[src/hw/usft_pkg.sv]
/*
  usft_pkg: register map, field layout, reset values, frame format carrier
  and frame helpers for the serial frame transmitter.
  Assumes one 50 MHz APB clock and an APB master with 32-bit data.
*/
// Functional notes
// RULE1: sync mode: transfer clock pin in slave, out master
// RULE2: sample on edge opposite to data change
// RULE3: polarity clear: change rising, sample falling
// RULE4: all thirty frame formats supported
// RULE5: start bit, data LSB first, parity, stop
// RULE6: next frame follows at once or line idles high
// RULE7: receiver and transmitter share one frame format
// RULE8: size, parity and stop fields select format
// RULE9: receiver flags error only on first stop
// RULE10: parity is xor of data, inverted if odd
// RULE11: transmit enable takes over serial output pin
// RULE12: sync transmit uses transfer clock pin as clock
// RULE13: data register write loads buffer, starts sending
// RULE14: buffer moves to shifter when idle or after stop
// RULE15: shifter sends frame at baud or external rate
// RULE16: unused upper data bits are ignored
// RULE17: host writes ninth bit before low byte
// RULE18: empty flag shows buffer free; host waits
// RULE19: host changes format only when link quiet
// RULE20: host clears complete flag before each write
// RULE21: ninth bit marks address frames in multiprocessor
// RULE22: complete flag set when all sent; one clears
// RULE23: data register write clears empty flag
// RULE24: parity active when parity upper bit set
// RULE25: bit clock is baud output over 16, 8, 2
// RULE26: parity codes: 00 off, 10 even, 11 odd
// RULE27: enabled and idle: output driven high
package usft_pkg;
  localparam int ADDR_W = 8;
  localparam int BAUD_W = 12;
  localparam int FRAME_MAX = 13;
  // register byte offsets
  localparam logic [7:0] ADDR_DATA = 8'h00;
  localparam logic [7:0] ADDR_CTRL_B = 8'h04;
  localparam logic [7:0] ADDR_CTRL_C = 8'h08;
  localparam logic [7:0] ADDR_STATUS = 8'h0C;
  localparam logic [7:0] ADDR_BAUD = 8'h10;
  // ctrl_status_b fields
  localparam int CB_TX_ENABLE = 0;
  localparam int CB_TX9 = 1;
  // ctrl_status_c fields
  localparam int CC_SYNC = 0;
  localparam int CC_MASTER = 1;
  localparam int CC_PAR = 2;
  localparam int CC_STOP = 4;
  localparam int CC_SIZE = 5;
  localparam int CC_POL = 8;
  // status fields
  localparam int ST_TBE = 0;
  localparam int ST_TXC = 1;
  localparam int ST_U2X = 2;
  localparam int ST_FRAME_ERR = 3;
  localparam int ST_RX_DONE = 4;
  // prescaler end counts for 16 and 8 baud ticks per bit
  localparam logic [3:0] PRE_NORMAL_MAX = 4'hF;
  localparam logic [3:0] PRE_DOUBLE_MAX = 4'h7;
  localparam logic [BAUD_W-1:0] BAUD_RST = 12'h000;
  localparam logic SYNC_RST = 1'b1;
  localparam int SYNC_XCK = 0;
  localparam int SYNC_RXD = 1;

  // frame format shared by transmitter and receiver
  typedef struct packed {
    logic pol;
    logic [2:0] size;
    logic stop2;
    logic [1:0] parity;
    logic sync;
  } usft_fmt_t;

  localparam usft_fmt_t FMT_RST = '{pol: 1'b0, size: 3'h3, stop2: 1'b0, parity: 2'h0, sync: 1'b0};

  // character size code to number of data bits; reserved codes give eight
  function automatic logic [3:0] usft_data_bits(input logic [2:0] size);
    case (size)
      3'h0: usft_data_bits = 4'h5;
      3'h1: usft_data_bits = 4'h6;
      3'h2: usft_data_bits = 4'h7;
      3'h7: usft_data_bits = 4'h9;
      default: usft_data_bits = 4'h8;
    endcase
  endfunction
endpackage // usft_pkg

[src/hw/usft_rx_sync.sv]
/*
  usft_rx_sync: synchronous-mode receiver frame walker; samples one bit per
  sample pulse, keeps the data bits, checks only the first stop bit.
  Assumes din is already synchronised and smp is a one-cycle pulse.
*/
module usft_rx_sync (
  input wire logic clk, // system clock
  input wire logic rst_n, // async reset, active low
  input wire logic en, // synchronous mode active
  input wire logic smp, // sample edge pulse
  input wire logic din, // synchronised serial input
  input usft_pkg::usft_fmt_t fmt, // shared frame format
  output logic [8:0] rx_word, // received character
  output logic rx_stop_err, // first stop bit was zero
  output logic rx_valid // one-cycle frame done pulse
);
  import usft_pkg::*;

  logic busy;
  logic [3:0] pos;
  logic [8:0] sh;
  logic [3:0] n;
  logic [3:0] last;

  // data bits, optional parity, then the first stop bit only
  assign n = usft_data_bits(fmt.size);
  assign last = 4'(n + {3'h0, fmt.parity[1]});

  // frame walk; a second stop bit simply idles high and is never looked at
  always_ff @(posedge clk or negedge rst_n) begin
    if (!rst_n) begin
      busy <= 1'b0;
      pos <= 4'h0;
      sh <= 9'h000;
      rx_word <= 9'h000;
      rx_stop_err <= 1'b0;
      rx_valid <= 1'b0;
    end else begin
      rx_valid <= 1'b0;
      if (!en) begin
        busy <= 1'b0;
      end else if (smp) begin
        if (!busy) begin
          busy <= ~din;
          pos <= 4'h0;
        end else if (pos < n) begin
          sh <= {din, sh[8:1]};
          pos <= pos + 4'h1;
        end else if (pos < last) begin
          pos <= pos + 4'h1;
        end else begin
          rx_word <= sh >> (4'h9 - n);
          rx_stop_err <= ~din; // [RULE9]
          rx_valid <= 1'b1;
          busy <= 1'b0;
        end
      end
    end
  end
endmodule // usft_rx_sync

[src/hw/usft_top.sv]
/*
  usft_top: serial frame transmitter with APB register file, baud generator,
  synchronous transfer clock handling and a synchronous-mode receiver check.
  Assumes pclk at 50 MHz, APB master, pins synchronised here.
*/
// The APB interface to the registers and the address map were decided locally.
module usft_top (
  input wire logic pclk, // system clock
  input wire logic presetn, // async reset, active low
  input wire logic psel, // apb select
  input wire logic penable, // apb access phase
  input wire logic pwrite, // apb write
  input wire logic [usft_pkg::ADDR_W-1:0] paddr, // byte address
  input wire logic [31:0] pwdata, // write data
  output logic [31:0] prdata, // read data
  output logic pready, // always ready
  output logic pslverr, // unmapped access
  output logic serial_out_pin, // serial data out
  output logic serial_out_oe, // transmitter owns the pin
  input wire logic serial_in_pin, // serial data in
  input wire logic xfer_clock_in, // transfer clock from pin
  output logic xfer_clock_out, // transfer clock to pin
  output logic xfer_clock_oe // drive transfer clock pin
);
  import usft_pkg::*;

  logic tx_en, tx_ninth, u2x, master;
  usft_fmt_t fmt;
  logic [BAUD_W-1:0] baud_divisor;
  logic buf_valid;
  logic [8:0] buf_data;
  logic txc, rx_done, frame_err;
  logic [FRAME_MAX-1:0] shreg;
  logic [FRAME_MAX-1:0] frame;
  logic [3:0] bits_left;
  logic busy;
  logic setup, access, addr_ok, wr, rd_data;
  logic [31:0] next_prdata;
  logic [BAUD_W-1:0] baud_cnt;
  logic baud_tick;
  logic [3:0] pre_cnt;
  logic [3:0] pre_max;
  logic async_tick;
  logic xck_q;
  logic m_chg, m_smp, s_chg, s_smp;
  logic chg_edge, smp_edge;
  logic load, frame_end;
  logic [3:0] n;
  logic [3:0] frame_len;
  logic [8:0] dmask;
  logic par_en, par_bit;
  logic [1:0] pin_raw, pin_lvl, pin_rise, pin_fall;
  logic [8:0] rx_word;
  logic rx_stop_err, rx_valid;

  // apb decode; zero wait states
  assign setup = psel & ~penable;
  assign access = psel & penable;
  always_comb begin
    case (paddr)
      ADDR_DATA, ADDR_CTRL_B, ADDR_CTRL_C, ADDR_STATUS, ADDR_BAUD: addr_ok = 1'b1;
      default: addr_ok = 1'b0;
    endcase
  end
  assign wr = access & pwrite & addr_ok;
  assign rd_data = setup & ~pwrite & (paddr == ADDR_DATA);
  assign pready = 1'b1;
  assign pslverr = access & ~addr_ok;

  // ctrl_status_b: transmit enable and ninth bit
  always_ff @(posedge pclk or negedge presetn) begin
    if (!presetn) begin
      tx_en <= 1'b0;
      tx_ninth <= 1'b0;
    end else if (wr && paddr == ADDR_CTRL_B) begin
      tx_en <= pwdata[CB_TX_ENABLE];
      tx_ninth <= pwdata[CB_TX9];
    end
  end

  // ctrl_status_c: one frame format for both directions
  always_ff @(posedge pclk or negedge presetn) begin
    if (!presetn) begin
      fmt <= FMT_RST;
      master <= 1'b0;
    end else if (wr && paddr == ADDR_CTRL_C) begin
      fmt.sync <= pwdata[CC_SYNC]; // [RULE1]
      master <= pwdata[CC_MASTER];
      fmt.parity <= pwdata[CC_PAR +: 2]; // [RULE8]
      fmt.stop2 <= pwdata[CC_STOP];
      fmt.size <= pwdata[CC_SIZE +: 3];
      fmt.pol <= pwdata[CC_POL]; // [RULE3]
    end
  end

  // double speed bit and baud divisor
  always_ff @(posedge pclk or negedge presetn) begin
    if (!presetn) begin
      u2x <= 1'b0;
      baud_divisor <= BAUD_RST;
    end else if (wr && paddr == ADDR_STATUS) begin
      u2x <= pwdata[ST_U2X];
    end else if (wr && paddr == ADDR_BAUD) begin
      baud_divisor <= pwdata[BAUD_W-1:0];
    end
  end

  // transmit buffer; a write in the load cycle keeps the buffer full
  always_ff @(posedge pclk or negedge presetn) begin
    if (!presetn) begin
      buf_valid <= 1'b0;
      buf_data <= 9'h000;
    end else if (wr && paddr == ADDR_DATA) begin
      buf_valid <= 1'b1; // [RULE13] [RULE23]
      buf_data <= {tx_ninth, pwdata[7:0]}; // [RULE17] [RULE21]
    end else if (load) begin
      buf_valid <= 1'b0; // [RULE18]
    end
  end

  // transmit complete: set beats a write-one clear
  always_ff @(posedge pclk or negedge presetn) begin
    if (!presetn) begin
      txc <= 1'b0;
    end else if (frame_end && !buf_valid) begin
      txc <= 1'b1; // [RULE22]
    end else if (wr && paddr == ADDR_STATUS && pwdata[ST_TXC]) begin
      txc <= 1'b0;
    end
  end

  // receive flags; a new frame beats the clearing data read
  always_ff @(posedge pclk or negedge presetn) begin
    if (!presetn) begin
      rx_done <= 1'b0;
      frame_err <= 1'b0;
    end else if (rx_valid) begin
      rx_done <= 1'b1;
      frame_err <= rx_stop_err; // [RULE9]
    end else if (rd_data) begin
      rx_done <= 1'b0;
    end
  end

  // read mux, captured in the setup cycle
  always_comb begin
    next_prdata = 32'h0000_0000;
    case (paddr)
      ADDR_DATA: next_prdata[8:0] = rx_word;
      ADDR_CTRL_B: begin
        next_prdata[CB_TX_ENABLE] = tx_en;
        next_prdata[CB_TX9] = tx_ninth;
      end
      ADDR_CTRL_C: begin
        next_prdata[CC_SYNC] = fmt.sync;
        next_prdata[CC_MASTER] = master;
        next_prdata[CC_PAR +: 2] = fmt.parity;
        next_prdata[CC_STOP] = fmt.stop2;
        next_prdata[CC_SIZE +: 3] = fmt.size;
        next_prdata[CC_POL] = fmt.pol;
      end
      ADDR_STATUS: begin
        next_prdata[ST_TBE] = ~buf_valid; // [RULE18]
        next_prdata[ST_TXC] = txc;
        next_prdata[ST_U2X] = u2x;
        next_prdata[ST_FRAME_ERR] = frame_err;
        next_prdata[ST_RX_DONE] = rx_done;
      end
      ADDR_BAUD: next_prdata[BAUD_W-1:0] = baud_divisor;
      default: next_prdata = 32'h0000_0000;
    endcase
  end

  always_ff @(posedge pclk or negedge presetn) begin
    if (!presetn) begin
      prdata <= 32'h0000_0000;
    end else if (setup && !pwrite) begin
      prdata <= next_prdata;
    end
  end

  // baud down-counter, reloaded at zero or when the divisor is written
  always_ff @(posedge pclk or negedge presetn) begin
    if (!presetn) begin
      baud_cnt <= BAUD_RST;
    end else if (wr && paddr == ADDR_BAUD) begin
      baud_cnt <= pwdata[BAUD_W-1:0];
    end else if (baud_cnt == '0) begin
      baud_cnt <= baud_divisor;
    end else begin
      baud_cnt <= baud_cnt - 1'b1;
    end
  end
  assign baud_tick = (baud_cnt == '0);

  // async bit clock: baud output over 16, or 8 at double speed
  assign pre_max = u2x ? PRE_DOUBLE_MAX : PRE_NORMAL_MAX; // [RULE25]
  always_ff @(posedge pclk or negedge presetn) begin
    if (!presetn) begin
      pre_cnt <= 4'h0;
    end else if (baud_tick) begin
      pre_cnt <= (pre_cnt >= pre_max) ? 4'h0 : pre_cnt + 4'h1;
    end
  end
  assign async_tick = baud_tick & (pre_cnt >= pre_max);

  // master transfer clock: one toggle per baud tick, two ticks per bit
  always_ff @(posedge pclk or negedge presetn) begin
    if (!presetn) begin
      xck_q <= 1'b0;
    end else if (!(fmt.sync && master)) begin
      xck_q <= fmt.pol;
    end else if (baud_tick) begin
      xck_q <= ~xck_q; // [RULE25]
    end
  end
  assign xfer_clock_out = xck_q;
  assign xfer_clock_oe = fmt.sync & master; // [RULE1] [RULE12]

  // pin synchronisers; a change counts once stages two and three agree
  assign pin_raw = {serial_in_pin, xfer_clock_in};
  genvar g;
  generate
    for (g = 0; g < 2; g++) begin : g_sync
      logic s1, s2, s3, lvl;
      always_ff @(posedge pclk or negedge presetn) begin
        if (!presetn) begin
          s1 <= SYNC_RST;
          s2 <= SYNC_RST;
          s3 <= SYNC_RST;
          lvl <= SYNC_RST;
        end else begin
          s1 <= pin_raw[g];
          s2 <= s1;
          s3 <= s2;
          if (s2 == s3) begin
            lvl <= s3;
          end
        end
      end
      assign pin_lvl[g] = lvl;
      assign pin_rise[g] = (s2 == s3) & s3 & ~lvl;
      assign pin_fall[g] = (s2 == s3) & ~s3 & lvl;
    end
  endgenerate

  // data change and sample edges: opposite edges, same for both roles
  assign m_chg = baud_tick & (xck_q == fmt.pol); // [RULE2] [RULE3]
  assign m_smp = baud_tick & (xck_q != fmt.pol);
  assign s_chg = fmt.pol ? pin_fall[SYNC_XCK] : pin_rise[SYNC_XCK]; // [RULE3]
  assign s_smp = fmt.pol ? pin_rise[SYNC_XCK] : pin_fall[SYNC_XCK]; // [RULE2]
  always_comb begin
    if (!fmt.sync) begin
      chg_edge = async_tick; // [RULE15]
      smp_edge = 1'b0;
    end else if (master) begin
      chg_edge = m_chg;
      smp_edge = m_smp;
    end else begin
      chg_edge = s_chg; // [RULE12] [RULE15]
      smp_edge = s_smp;
    end
  end

  // frame assembly: start, data LSB first, parity, stop bits
  assign n = usft_data_bits(fmt.size); // [RULE4] [RULE8]
  assign dmask = buf_data & (9'h1FF >> (4'h9 - n)); // [RULE16]
  assign par_en = fmt.parity[1]; // [RULE24] [RULE26]
  assign par_bit = (^dmask) ^ fmt.parity[0]; // [RULE10]
  assign frame_len = 4'(4'h2 + n + {3'h0, par_en} + {3'h0, fmt.stop2});
  always_comb begin
    frame = '1;
    frame[0] = 1'b0; // [RULE5]
    for (int i = 0; i < 9; i++) begin
      if (i < n) begin
        frame[1 + i] = dmask[i];
      end
    end
    if (par_en) begin
      frame[1 + n] = par_bit; // [RULE5] [RULE10]
    end
  end

  // load when idle or right after the last stop bit of the frame
  assign frame_end = chg_edge & busy & (bits_left == 4'h1);
  assign load = chg_edge & buf_valid & (tx_en | busy) & ~(busy & (bits_left > 4'h1)); // [RULE14]

  // shift register; idle fills with ones so the line rests high
  always_ff @(posedge pclk or negedge presetn) begin
    if (!presetn) begin
      shreg <= '1;
      bits_left <= 4'h0;
      busy <= 1'b0;
    end else if (load) begin
      shreg <= frame; // [RULE6] [RULE14]
      bits_left <= frame_len; // [RULE4]
      busy <= 1'b1;
    end else if (chg_edge && busy && bits_left > 4'h1) begin
      shreg <= {1'b1, shreg[FRAME_MAX-1:1]}; // [RULE15]
      bits_left <= bits_left - 4'h1;
    end else if (frame_end) begin
      shreg <= '1; // [RULE6] [RULE27]
      bits_left <= 4'h0;
      busy <= 1'b0;
    end
  end

  // pin takeover lasts until a pending frame has gone out
  assign serial_out_pin = shreg[0]; // [RULE27]
  assign serial_out_oe = tx_en | busy; // [RULE11]

  // receiver shares the single format and the sample edge
  usft_rx_sync u_rx (
    .clk(pclk),
    .rst_n(presetn),
    .en(fmt.sync),
    .smp(smp_edge),
    .din(pin_lvl[SYNC_RXD]),
    .fmt(fmt), // [RULE7]
    .rx_word(rx_word),
    .rx_stop_err(rx_stop_err),
    .rx_valid(rx_valid)
  );
endmodule // usft_top

[config.mk]
export PLATFORM = sky130hd
export DESIGN_NAME = usft_top
export DESIGN_NICKNAME = d
export VERILOG_FILES = /design/src/hw/usft_pkg.sv /design/src/hw/usft_rx_sync.sv /design/src/hw/usft_top.sv
export SDC_FILE = /design/constraint.sdc
export NUM_CORES = 1
export LEC_CHECK = 0
export ABC_AREA = 1
export CORE_UTILIZATION = 50
export DETAILED_ROUTE_END_ITERATION = 7
export DONT_BUFFER_PORTS = 1
export GPL_ROUTABILITY_DRIVEN = 0
export HOLD_SLACK_MARGIN = 0.05
export PLACE_DENSITY = 0.68
export SLEW_MARGIN = 20
export SYNTH_ARGS = -nofsm -noshare
export SYNTH_HDL_FRONTEND = slang
export SYNTH_HIERARCHICAL = 1
export SYNTH_SLANG_ARGS = --single-unit
export TNS_END_PERCENT = 30
[constraint.sdc]
create_clock -name pclk -period 7 [get_ports pclk]
set_input_delay 2.1 -clock pclk [delete_from_list [all_inputs] [get_ports pclk]]
set_output_delay 2.1 -clock pclk [all_outputs]
set_load 0.01 [all_outputs]
# Yosys cells after proc, flatten, opt, wreduce, memory -nomap -nowiden
# Index checks and enable logic that the tools add are counted.
# Widths: inputs -> output; s select.
# word_totals
register_bits	117
latch_bits	0
mem_bits_rw	0
rom_bits	0
output_inout_bits	38
word_cells	203
n_memories	0
# classes
addsub	10
mul	0
div	0
n_lt_le_gt_ge	15
n_eq_ne	16
shifts	2
muxes	59
n_bitwise	36
reduce_logical	29
# op_table
cell	count
$mux 13	4
$mux 1	38
$mux 4	8
$mux 12	2
$and 1x1->1	21
$eq 8x4->1 const B	2
$lt 3x4->1 const A	4
$pmux 4 s4	1
$bwmux 13	1
$add 4x1->4	3
$logic_and 1x1->1	12
$logic_not 12->1	1
$not 1->1	12
$pmux 3 s4	1
$pmux 4 s3	1
$sub 12x1->12 const B	1
$pmux 2 s5	1
$and 9x9->9	1
$reduce_xor 9->1	1
$shr 9x4->9	1
$shr 9x4->9 const A	1
$add 4x1->4 const B	2
$eq 8x3->1 const B	1
$eq 8x5->1 const B	1
other kinds (35)	46

# Longest topological paths before layout
# Gate-level depths: netlist (run 1).
# depth
ltp_word	11
mapped_depth	20

# By module
# The synthesis (run 1) kept the hierarchy.
# modules_own_cells
module	n_inst	cells_each	area_per_inst_um2	seq_area_each_um2
usft_top	1	667	5432.7	2331.0
usft_rx_sync	1	225	1626.6	625.6

# Worst setup path before layout (run 1)
# OpenSTA, ideal clock, no wires.
# synth_path
path_type	input to output
startpoint	input paddr[6] (netlist name)
endpoint	output pslverr
arrival_time_ps	2798
slack_ps	2102
stages	8
cell_sequence	inv_1 nand2_1 nor2_2 nand2_1 inv_1 nand4_2 nand4_1 nor2_1
# synth_between
elab_chain_cells	5
elab_cells_between_ends	9
# synth_lines
item	line_no	text
start: declaration	usft_top.sv:13	input wire logic [usft_pkg::ADDR_W-1:0] paddr,
$eq 8x3->1, or another cell as far along	usft_top.sv:60	case (paddr)
$reduce_or 5->1 (*)	usft_top.sv:60	
$mux 1 (*)	usft_top.sv:60	
$not 1->1 (*)	usft_top.sv:68	assign pslverr = access & ~addr_ok;
$and 1x1->1 (*)	usft_top.sv:68	
end: declaration	usft_top.sv:17	output logic pslverr,
# Mark *: on every way between the ends. The rest lies on a longest branch, timed or not.

# Worst setup path in the final report (run 1)
# layout_path
startpoint	input paddr[1] (netlist name)
endpoint	output pslverr
# The elaborated chain is that of the path after synthesis.

==> reports/results.txt, run 1 <==
outcome: finished, final reports clean
static power due to leakage: 0.00377 uW
final setup violating endpoints: 0
kind of end point of the critical path: output pin
slowest stage cell on the critical path: nand4_1
initial antenna violation count: 0
CP delay by family, top: simple AND/OR/NAND/NOR gates
first-pass GRT wire length: 26,400 um
antenna cell count: 0
share of the synthesized area in the top cell type: 33.3%
net load switching power: 371 uW
Layout Skew: 0.00663 ns
fraction of synthesis flops using an asynchronous set or reset pin: 100%
top post-synthesis cells by area: dfrtp_1 33%, nand2_1 12%, dfstp_2 8.6%
Std-Cell Core Area: 13,800 um2
number of library cell types mapped by synthesis: 53
RSZ-0062 raised after global routing: false
Min-Delay Endpoint: g_sync[1].s2
part of the total power dissipated in sequential elements: 42.0%
post-synthesis instance area: 7060 um2
Post-Route Hold Slack: 0.356 ns
iteration count of the initial detailed-routing pass: 7
synthesis-to-finish area growth: 9.04%
reg-to-reg slack, setup: 3.91 ns
Final Slew Violations: 0
worst min-delay path class: flip-flop to flip-flop
Resized Gates After CTS: 0
capture instance of the worst register-to-register path: u_rx/rx_word[7]
kind of launch point of the worst setup path: input port
period utilization: 75.2%
peak supply drop: 190 uV
share of layout cells above drive strength 1: 14.7%
top-level port count: 85
post-CTS setup buffer count: 0
critical path data arrival time: 3.16 ns
flip-flop and latch count after synthesis: 117
Main synth FF type: dfrtp_1
Post-DP HPWL: 11,300 um
worst-path cell chain: nor2_2 -> nand3_1 -> inv_1 -> nand3_2 -> nand4_1 -> nor2_1
reg-to-reg startpoint: fmt[4]
number of hold buffers added after CTS: 0
Remaining DRCs: 0
complex-gate fraction of the synthesized area: 12.6%
power share of the combinational group: 3.4%
final total power: 1700 uW
highest clock frequency the design can meet: 190 MHz
ratio of routed vias to standard cells: 5.21
pwr/cell area: 221 nW/um2
number of clock sinks: 117
Max-Cap Viols: 0
xor/xnor share of the synthesized area: 2.23%
Worst slew margin: 54.3%
vertical extent of the die: 121 um
simple-gate share of the synthesized area: 28.1%
gr usage total: 23.4%
insertion delay of the later-clocked pin in the worst-skew pair: 0.42 ns
Worst Hold Path Cells: 0
routed wire length: 15,500 um
data required time at the worst endpoint: 4.90 ns
root cell of the clock tree: clkbuf_16
biggest area consumer among synthesized cells: dfrtp_1
share of total power consumed by net switching: 21.8%
Synth top cells by count: 226 x nand2_1, 104 x inv_1, 94 x dfrtp_1, 70 x nand3_1, 62 x o21ai_0
routed via count: 5,640
worst r2r path cells: 16
type of the setup path with the least slack: input port to output pin
most used standard cell by instance count after synthesis: nand2_1
Buf+Inv Stages, Crit Path: 1
fin nets: 961
routed length per placed instance: 14.4 um
Die X: 121 um
Clock Pin Slew Worst Setup and Hold Paths: 0.05 ns
DP Cell Count: 1,050
slew at the pin closest to its max-slew limit: 0.685 ns
Synth Area in Adders: 4.57%
number of warnings printed during yosys synthesis: 6
IO buf count: 0
Int Power: 1330 uW
Final Hold Viols: 0
final non-filler cell total: 1,082
register area share after synthesis: 41.9%
fraction of synthesized area in multiplexers: 0%
number of global-route vias before repair: 5,346
biggest cell delay along the critical path: 0.30 ns
maximum number of pins on one net before global-route repair: 118
number of placement rows: 43
starting utilization of the core area: 51.1%
average cell area after synthesis: 7.91 um2
clock tree from TritonCTS: yes
part of the power in the clock network: 54.6%
minimum clock period after layout: 5.26 ns
end-of-flow core utilization: 55.7%
initial DRC count: 493
die area: 14,600 um2
H-tree depth: 4
number of CTS-inserted buffers: 17
number of enable flip-flop cells after synthesis: 0
number of standard cells after synthesis: 892
maximum count of clock buffers along a single path: 2
main combinational cell family by area after synthesis: simple AND/OR/NAND/NOR gates
Post-Route Setup TNS: 0 ns
residual overflow from global routing: 0
Critical Path Fanout Max: 17
residual antenna-violating net count after detailed routing: 0
launch point of the worst hold path: g_sync[1].s1
-- registers in the layout, summed over array words and instances, names as in the netlist, 2 cells and up --
signal,cells
shreg,13
baud_cnt,12
baud_divisor,12
prdata,12
buf_data,9
u_rx/rx_word,9
u_rx/sh,9
fmt,8
bits_left,4
pre_cnt,4
u_rx/pos,4
g_sync.lvl,2
g_sync.s1,2
g_sync.s2,2
g_sync.s3,2
-- power groups by stage --
| stage | sequential (uW) | clock, uW | combinational, uW |
|---|---|---|---|
| floorplan | 722 | 0 | 56.1 |
| global route | 718 | 970 | 67.5 |
| CTS | 716 | 944 | 57.1 |
| finish | 716 | 930 | 57.1 |
| detailed placement | 728 | 0 | 55.9 |
| global placement | 727 | 0 | 54.7 |
-- metal layers --
metal	global-route usage, %	wire length [um]	vias to the layer above
met3	5.94	872	13
met2	35.8	7090	126
met5	0	0	-
met4	7.87	167	0
met1	32.3	7400	2643
li1	-	-	2858
-- cell usage in the layout (no fill, tap or decap), types with 6 or more instances in the layout --
| cell | instances |
|---|---|
| nand2_2 | 15 |
| xor2_1 | 14 |
| clkbuf_16 | 17 |
| nand2_1 | 226 |
| nor2_1 | 48 |
| ha_1 | 25 |
| nand3_1 | 70 |
| o21ai_1 | 20 |
| dfrtp_1 | 94 |
| a221oi_1 | 8 |
| o21ai_0 | 62 |
| inv_1 | 104 |
| nand4_1 | 12 |
| o22ai_1 | 6 |
| a21oi_1 | 16 |
| nand2_4 | 8 |
| nand3_2 | 10 |
| inv_2 | 11 |
| dfstp_2 | 23 |
| conb_1 | 21 |
| nor2_2 | 12 |
-- cell type report --
class	instances	area [um2]
clock buffers	20	457
clock inverters	12	178
fillers	1291	6130
inverters	119	450
multi-input cells	634	3430
flip-flops and latches	117	2960
well taps	180	225
-- how the worst max path moves through the flow --
| stage | from | end | slack (ns) | depth (start not counted) |
|---|---|---|---|---|
| finish | paddr[1] | pslverr | 1.74 | 6 |
| global route | paddr[1] | pslverr | 1.60 | 6 |
| CTS | paddr[1] | pslverr | 1.73 | 6 |
| detailed placement | paddr[1] | pslverr | 1.73 | 6 |
| global placement | paddr[1] | pslverr | 1.74 | 6 |
| floorplan | paddr[6] | pslverr | 2.10 | 8 |
-- kinds of logic (layout without fill, tap and decap cells) --
group	after synthesis	count (layout)
DFF	117	117
buffers and inverters	160	151
xor gates and xnor gates	18	18
and+or+nand+nor	423	423
adders and majority gates	26	26
AOI/OAI and AO/OA	146	146
other	2	21
-- through the flow --
stage | setup slack (ns) | cell area (um2)
finish | 1.74 | 7700
global route | 1.60 | 7700
CTS | 1.73 | 7700
detailed placement | 1.73 | 7060
global placement | 1.74 | 7060
floorplan | 2.10 | 7130
Power figures use the tool's default switching activity.
==> run 2, diff against run 1 <==
--- a/config.mk
+++ b/config.mk
@@ -5,7 +5,7 @@
 export SDC_FILE = /design/constraint.sdc
 export NUM_CORES = 1
 export LEC_CHECK = 0
-export ABC_AREA = 1
+export ABC_AREA = 0
 export CORE_UTILIZATION = 50
 export DETAILED_ROUTE_END_ITERATION = 7
 export DONT_BUFFER_PORTS = 1
==> constraint.sdc (replaced) <==
create_clock -name pclk -period 5.25 [get_ports pclk]
set_input_delay 1.575 -clock pclk [delete_from_list [all_inputs] [get_ports pclk]]
set_output_delay 1.575 -clock pclk [all_outputs]
set_load 0.01 [all_outputs]
==> run 2 against run 1 <==
Die area rose by 1.2%. Utilization rose by 0.12 points. Combinational power rose to 3.2 times the previous value. Via count fell by 1.2%. Clock power rose by 22%. Cell count fell by 13%.
==> reports/results.txt, run 2 <==
routed via count: 5,574
worst r2r path cells: 11
number of hold buffers added after CTS: 0
Die X: 122 um
slowest stage cell on the critical path: or4_1
commonest cells after routing, fill and taps aside: 101 x nand2_1, 94 x dfrtp_1, 53 x o21ai_0, 42 x nor2_1, 35 x a21oi_1
CP delay by family, top: simple AND/OR/NAND/NOR gates
peak supply drop: 229 uV
Synth top cells by count: 101 x nand2_1, 94 x dfrtp_1, 53 x o21ai_0, 42 x nor2_1, 35 x a21oi_1
Std-Cell Core Area: 13,900 um2
minimum clock period after layout: 4.26 ns
number of CTS-inserted buffers: 17
number of enable flip-flop cells after synthesis: 0
commonest non-fill, non-tap cell in the layout: nand2_1
share of the synthesized area in the top cell type: 32.9%
pwr/cell area: 296 nW/um2
antenna cell count: 0
DP Cell Count: 904
share of layout cells above drive strength 1: 16.0%
Post-Route Setup TNS: 0 ns
Critical Path Fanout Max: 4
Resized Gates After CTS: 0
root cell of the clock tree: clkbuf_16
fin nets: 815
final non-filler cell total: 936
static power due to leakage: 0.00343 uW
critical path data arrival time: 2.68 ns
ratio of routed vias to standard cells: 5.96
die area: 14,800 um2
iteration count of the initial detailed-routing pass: 5
Final Slew Violations: 0
final setup violating endpoints: 0
number of global-route vias before repair: 5,398
fraction of synthesis flops using an asynchronous set or reset pin: 100%
slew at the pin closest to its max-slew limit: 0.941 ns
Largest Register: shreg
flip-flop and latch count after synthesis: 117
worst-path cell chain: or4_1 -> nor3_1 -> nor3_1
capture instance of the worst register-to-register path: shreg[8]
post-CTS setup buffer count: 0
type of the setup path with the least slack: input port to output pin
number of library cell types mapped by synthesis: 80
Main synth FF type: dfrtp_1
starting utilization of the core area: 51.5%
max reg flops: 13
first-pass GRT wire length: 27,000 um
highest clock frequency the design can meet: 235 MHz
register area share after synthesis: 41.4%
Final Hold Viols: 0
H-tree depth: 4
number of warnings printed during yosys synthesis: 6
number of clock sinks: 117
residual antenna-violating net count after detailed routing: 0
critical path endpoint: pslverr
Clock Pin Slew Worst Setup and Hold Paths: 0.05 ns
setup ws final: 0.992 ns
initial antenna violation count: 0
synthesis-to-finish area growth: 8.43%
layout filler cell count: 1,234
biggest cell delay along the critical path: 0.57 ns
initial DRC count: 445
outcome: finished, final reports clean
Max-Cap Viols: 0
gr usage total: 23.9%
Remaining DRCs: 0
area used by sequential logic in the layout: 2960 um2
cell occurring most often along the worst timing path: nor3_1
maximum count of clock buffers along a single path: 2
Layout Skew: 0.00779 ns
number of standard cells after synthesis: 755
worst min-delay path class: flip-flop to flip-flop
post-synthesis instance area: 7140 um2
data required time at the worst endpoint: 3.68 ns
IO buf count: 0
period utilization: 81.1%
top-level port count: 85
Buf+Inv Stages, Crit Path: 0
RSZ-0062 raised after global routing: false
maximum number of pins on one net before global-route repair: 118
clock tree from TritonCTS: yes
Worst slew margin: 37.3%
kind of launch point of the worst setup path: input port
top post-synthesis cells by area: dfrtp_1 33%, dfstp_2 8.5%, nand2_1 5.3%
end-of-flow core utilization: 55.8%
reg-to-reg startpoint: fmt[5]
vertical extent of the die: 122 um
multi-input gate area in the final layout: 3820 um2
average cell area after synthesis: 9.46 um2
number of placement rows: 43
worst setup slack after placement: 1.01 ns
Post-DP HPWL: 11,500 um
most used standard cell by instance count after synthesis: nand2_1
biggest area consumer among synthesized cells: dfrtp_1
routed length per placed instance: 17.4 um
kind of end point of the critical path: output pin
routed wire length: 16,300 um
worst setup path startpoint: paddr[1]
reg-to-reg slack, setup: 1.35 ns
residual overflow from global routing: 0
number of logic stages on the critical path including buffering: 3
insertion delay of the later-clocked pin in the worst-skew pair: 0.43 ns
## run 2: per-layer routing
| layer | part of all wire, % | GRT usage [%] | wire, um | vias to the layer above |
|---|---|---|---|---|
| met2 | 48 | 38.3 | 7800 | 166 |
| met3 | 5.1 | 5.22 | 840 | 29 |
| met5 | 0 | 0 | 0 | - |
| li1 | - | - | - | 2661 |
| met1 | 45 | 31.2 | 7370 | 2718 |
| met4 | 2.0 | 9.72 | 321 | 0 |
## run 2: where the power goes
group          switching (uW)  leakage, uW  internal (uW)
registers                40.8      0.00152            943
clock network             422     0.000273            703
logic                    99.8      0.00164           80.0
total                     563      0.00343           1730
## run 2: area by class of cell
type,instances,area share [%]
Clock inverter,14,1.76
Sequential cell,117,38.2
Tap cell,180,2.91
Clock buffer,18,5.67
Timing Repair Buffer,7,0.679
Multi-Input combinational cell,571,49.4
Inverter,29,1.41
## run 2: worst min-delay path by stage
| stage | cells after the start | endpoint | start |
|---|---|---|---|
| after detailed placement | 0 | g_sync[1].s2 | g_sync[1].s1 |
| after CTS | 0 | g_sync[0].s2 | g_sync[0].s1 |
| after global placement | 0 | g_sync[0].s2 | g_sync[0].s1 |
| after floorplan | 0 | g_sync[0].s2 | g_sync[0].s1 |
| after global routing | 0 | g_sync[0].s2 | g_sync[0].s1 |
| final | 0 | g_sync[0].s2 | g_sync[0].s1 |
## run 2: kinds of logic (layout without fill, tap and decap cells)
kind of cell / Yosys count / count (layout) / share of synthesized area, %
flops: 117 / 117 / 41.4
other cells: 2 / 21 / 0.105
xor+xnor: 25 / 25 / 3.26
buf+inv: 86 / 68 / 6.04
mux: 58 / 58 / 9.50
simple gates: 255 / 255 / 17.6
compound gates: 184 / 184 / 17.3
fa+ha+maj: 28 / 28 / 4.80
## run 2: metrics by stage
stage                     area, um2  hold slack (ns)  power (uW)
after floorplan                7210            0.345        1150
after global placement         7170            0.347        1170
after detailed placement       7170            0.347        1180
after CTS                      7740            0.355        2300
after global routing           7740            0.357        2380
final                          7740            0.355        2290
==> run 3, diff against run 2 <==
--- a/config.mk
+++ b/config.mk
@@ -11,7 +11,7 @@
 export DONT_BUFFER_PORTS = 1
 export GPL_ROUTABILITY_DRIVEN = 0
 export HOLD_SLACK_MARGIN = 0.05
-export PLACE_DENSITY = 0.68
+export PLACE_DENSITY = 0.71
 export SLEW_MARGIN = 20
 export SYNTH_ARGS = -nofsm -noshare
 export SYNTH_HDL_FRONTEND = slang
==> constraint.sdc (replaced) <==
create_clock -name pclk -period 3.7 [get_ports pclk]
set_input_delay 1.11 -clock pclk [delete_from_list [all_inputs] [get_ports pclk]]
set_output_delay 1.11 -clock pclk [all_outputs]
set_load 0.01 [all_outputs]
==> run 3 against run 2 <==
Flip-flop and latch count unchanged. Wire length up 2.5%. Combinational power up 44%. Die area unchanged. Clock skew down 0.00054 ns. Design area up 1.8%. Via count up 1.3%. Count of clock-buffer cells in the layout up 2. Critical path type is now flip-flop to flip-flop.
==> reports/results.txt, run 3 (synthesized netlist as in run 2, its figures left out) <==
Post-Route Setup TNS: 0 ns
period utilization: 90.6%
net load switching power: 795 uW
Worst slew margin: 61.0%
iteration count of the initial detailed-routing pass: 8
kind of end point of the critical path: flip-flop
share of total power consumed by net switching: 23.3%
Buf+Inv Stages, Crit Path: 1
final setup violating endpoints: 0
CP delay by family, top: simple AND/OR/NAND/NOR gates
gr usage total: 24.3%
static power due to leakage: 0.00351 uW
share of layout cells above drive strength 1: 17.1%
layout filler cell count: 1,175
max reg flops: 13
kind of launch point of the worst setup path: flip-flop
maximum number of pins on one net before global-route repair: 118
number of placement rows: 43
antenna cell count: 0
reg-to-reg slack, setup: 0.35 ns
commonest non-fill, non-tap cell in the layout: nand2_1
part of the power in the clock network: 51.4%
RSZ-0062 raised after global routing: false
starting utilization of the core area: 51.5%
initial antenna violation count: 0
slew at the pin closest to its max-slew limit: 0.585 ns
part of the total power dissipated in sequential elements: 41.0%
data required time at the worst endpoint: 4.04 ns
residual overflow from global routing: 0
routed via count: 5,644
critical path data arrival time: 3.69 ns
ratio of routed vias to standard cells: 5.97
die area: 14,800 um2
Largest Register: shreg
top-level port count: 85
routed wire length: 16,700 um
Post-DP HPWL: 11,800 um
worst-path cell chain: xor2_1 -> nor2b_1 -> inv_1 -> ha_1 -> nor2_2 -> o211ai_1 -> a21o_1 -> a211oi_1 -> nor2_1 -> or4_1 -> a31oi_1
clock tree from TritonCTS: yes
peak supply drop: 310 uV
Remaining DRCs: 0
Layout Skew: 0.00725 ns
outcome: finished, final reports clean
highest clock frequency the design can meet: 298 MHz
worst min-delay path class: flip-flop to flip-flop
post-CTS setup buffer count: 0
routed length per placed instance: 17.7 um
maximum count of clock buffers along a single path: 2
synthesis-to-finish area growth: 10.3%
first-pass GRT wire length: 27,700 um
Final Slew Violations: 0
insertion delay of the later-clocked pin in the worst-skew pair: 0.42 ns
Final Hold Viols: 0
Int Power: 2610 uW
type of the setup path with the least slack: flip-flop to flip-flop
number of hold buffers added after CTS: 0
Std-Cell Core Area: 13,900 um2
H-tree depth: 4
root cell of the clock tree: clkbuf_16
IO buf count: 0
fin nets: 825
Clock Pin Slew Worst Setup and Hold Paths: 0.05 ns
slowest stage cell on the critical path: dfstp_2
biggest cell delay along the critical path: 0.62 ns
initial DRC count: 453
Critical Path Fanout Max: 10
end-of-flow core utilization: 56.8%
vertical extent of the die: 122 um
number of global-route vias before repair: 5,371
Max-Cap Viols: 0
pwr/cell area: 432 nW/um2
residual antenna-violating net count after detailed routing: 0
number of clock sinks: 117
Die X: 122 um
minimum clock period after layout: 3.35 ns
commonest cells after routing, fill and taps aside: 101 x nand2_1, 94 x dfrtp_1, 53 x o21ai_0, 41 x nor2_1, 35 x a21oi_1
power share of the combinational group: 7.6%
number of CTS-inserted buffers: 17
Resized Gates After CTS: 0
run 3: cell count changes in the layout (fill, tap and decap cells not counted):
cell	previous run	this run
bufinv_16	2	4
nor2_1	42	41
clkinv_2	6	2
nor2_2	1	2
clkbuf_1	0	1
clkbuf_8	1	2
clkinv_4	1	2
clkinvlp_4	5	4
buf_4	7	17
run 3: routing by layer:
layer	share of wire, %	GRT usage, %	up-vias
met5	0	0	-
met4	1.9	10.1	0
met3	5.3	4.46	27
met1	44	31.6	2757
li1	-	-	2685
met2	49	39.9	175
run 3: area by class of cell:
type	instances	area, um2	area share [%]
clock buffers	20	457	5.80
clock inverters	12	178	2.25
inverters	29	109	1.38
multi-input cells	571	3830	48.6
flip-flops and latches	117	2960	37.5
well taps	180	225	2.86
repair buffers	17	128	1.62
run 3: power groups by stage:
stage	Sequential (uW)	Combinational [uW]	Clock, uW
detailed placement	1420	254	0
floorplan	1400	234	0
finish	1400	260	1750
global placement	1410	247	0
CTS	1400	257	1780
global route	1400	293	1840
run 3: final timing paths:
kind                         startpoint            to  cells after the start
max in group asynchronous       presetn  g_sync[0].s2                      0
max reg2reg                      fmt[4]      shreg[0]                     11
min                        g_sync[0].s1  g_sync[0].s2                      0
min reg2reg                g_sync[0].s1  g_sync[0].s2                      0
min in group asynchronous       presetn  bits_left[3]                      0
max                              fmt[4]      shreg[0]                     11
run 3: metrics by stage:
step	instances	setup WS, ns	instance area [um2]	hold slack (ns)	total power, uW
finish	946	0.349	7880	0.354	3410
global route	946	0.0604	7880	0.356	3540
CTS	946	0.260	7880	0.355	3430
detailed placement	914	0.268	7240	0.347	1670
global placement	914	0.414	7240	0.347	1660
floorplan	774	0.0691	7210	0.345	1630
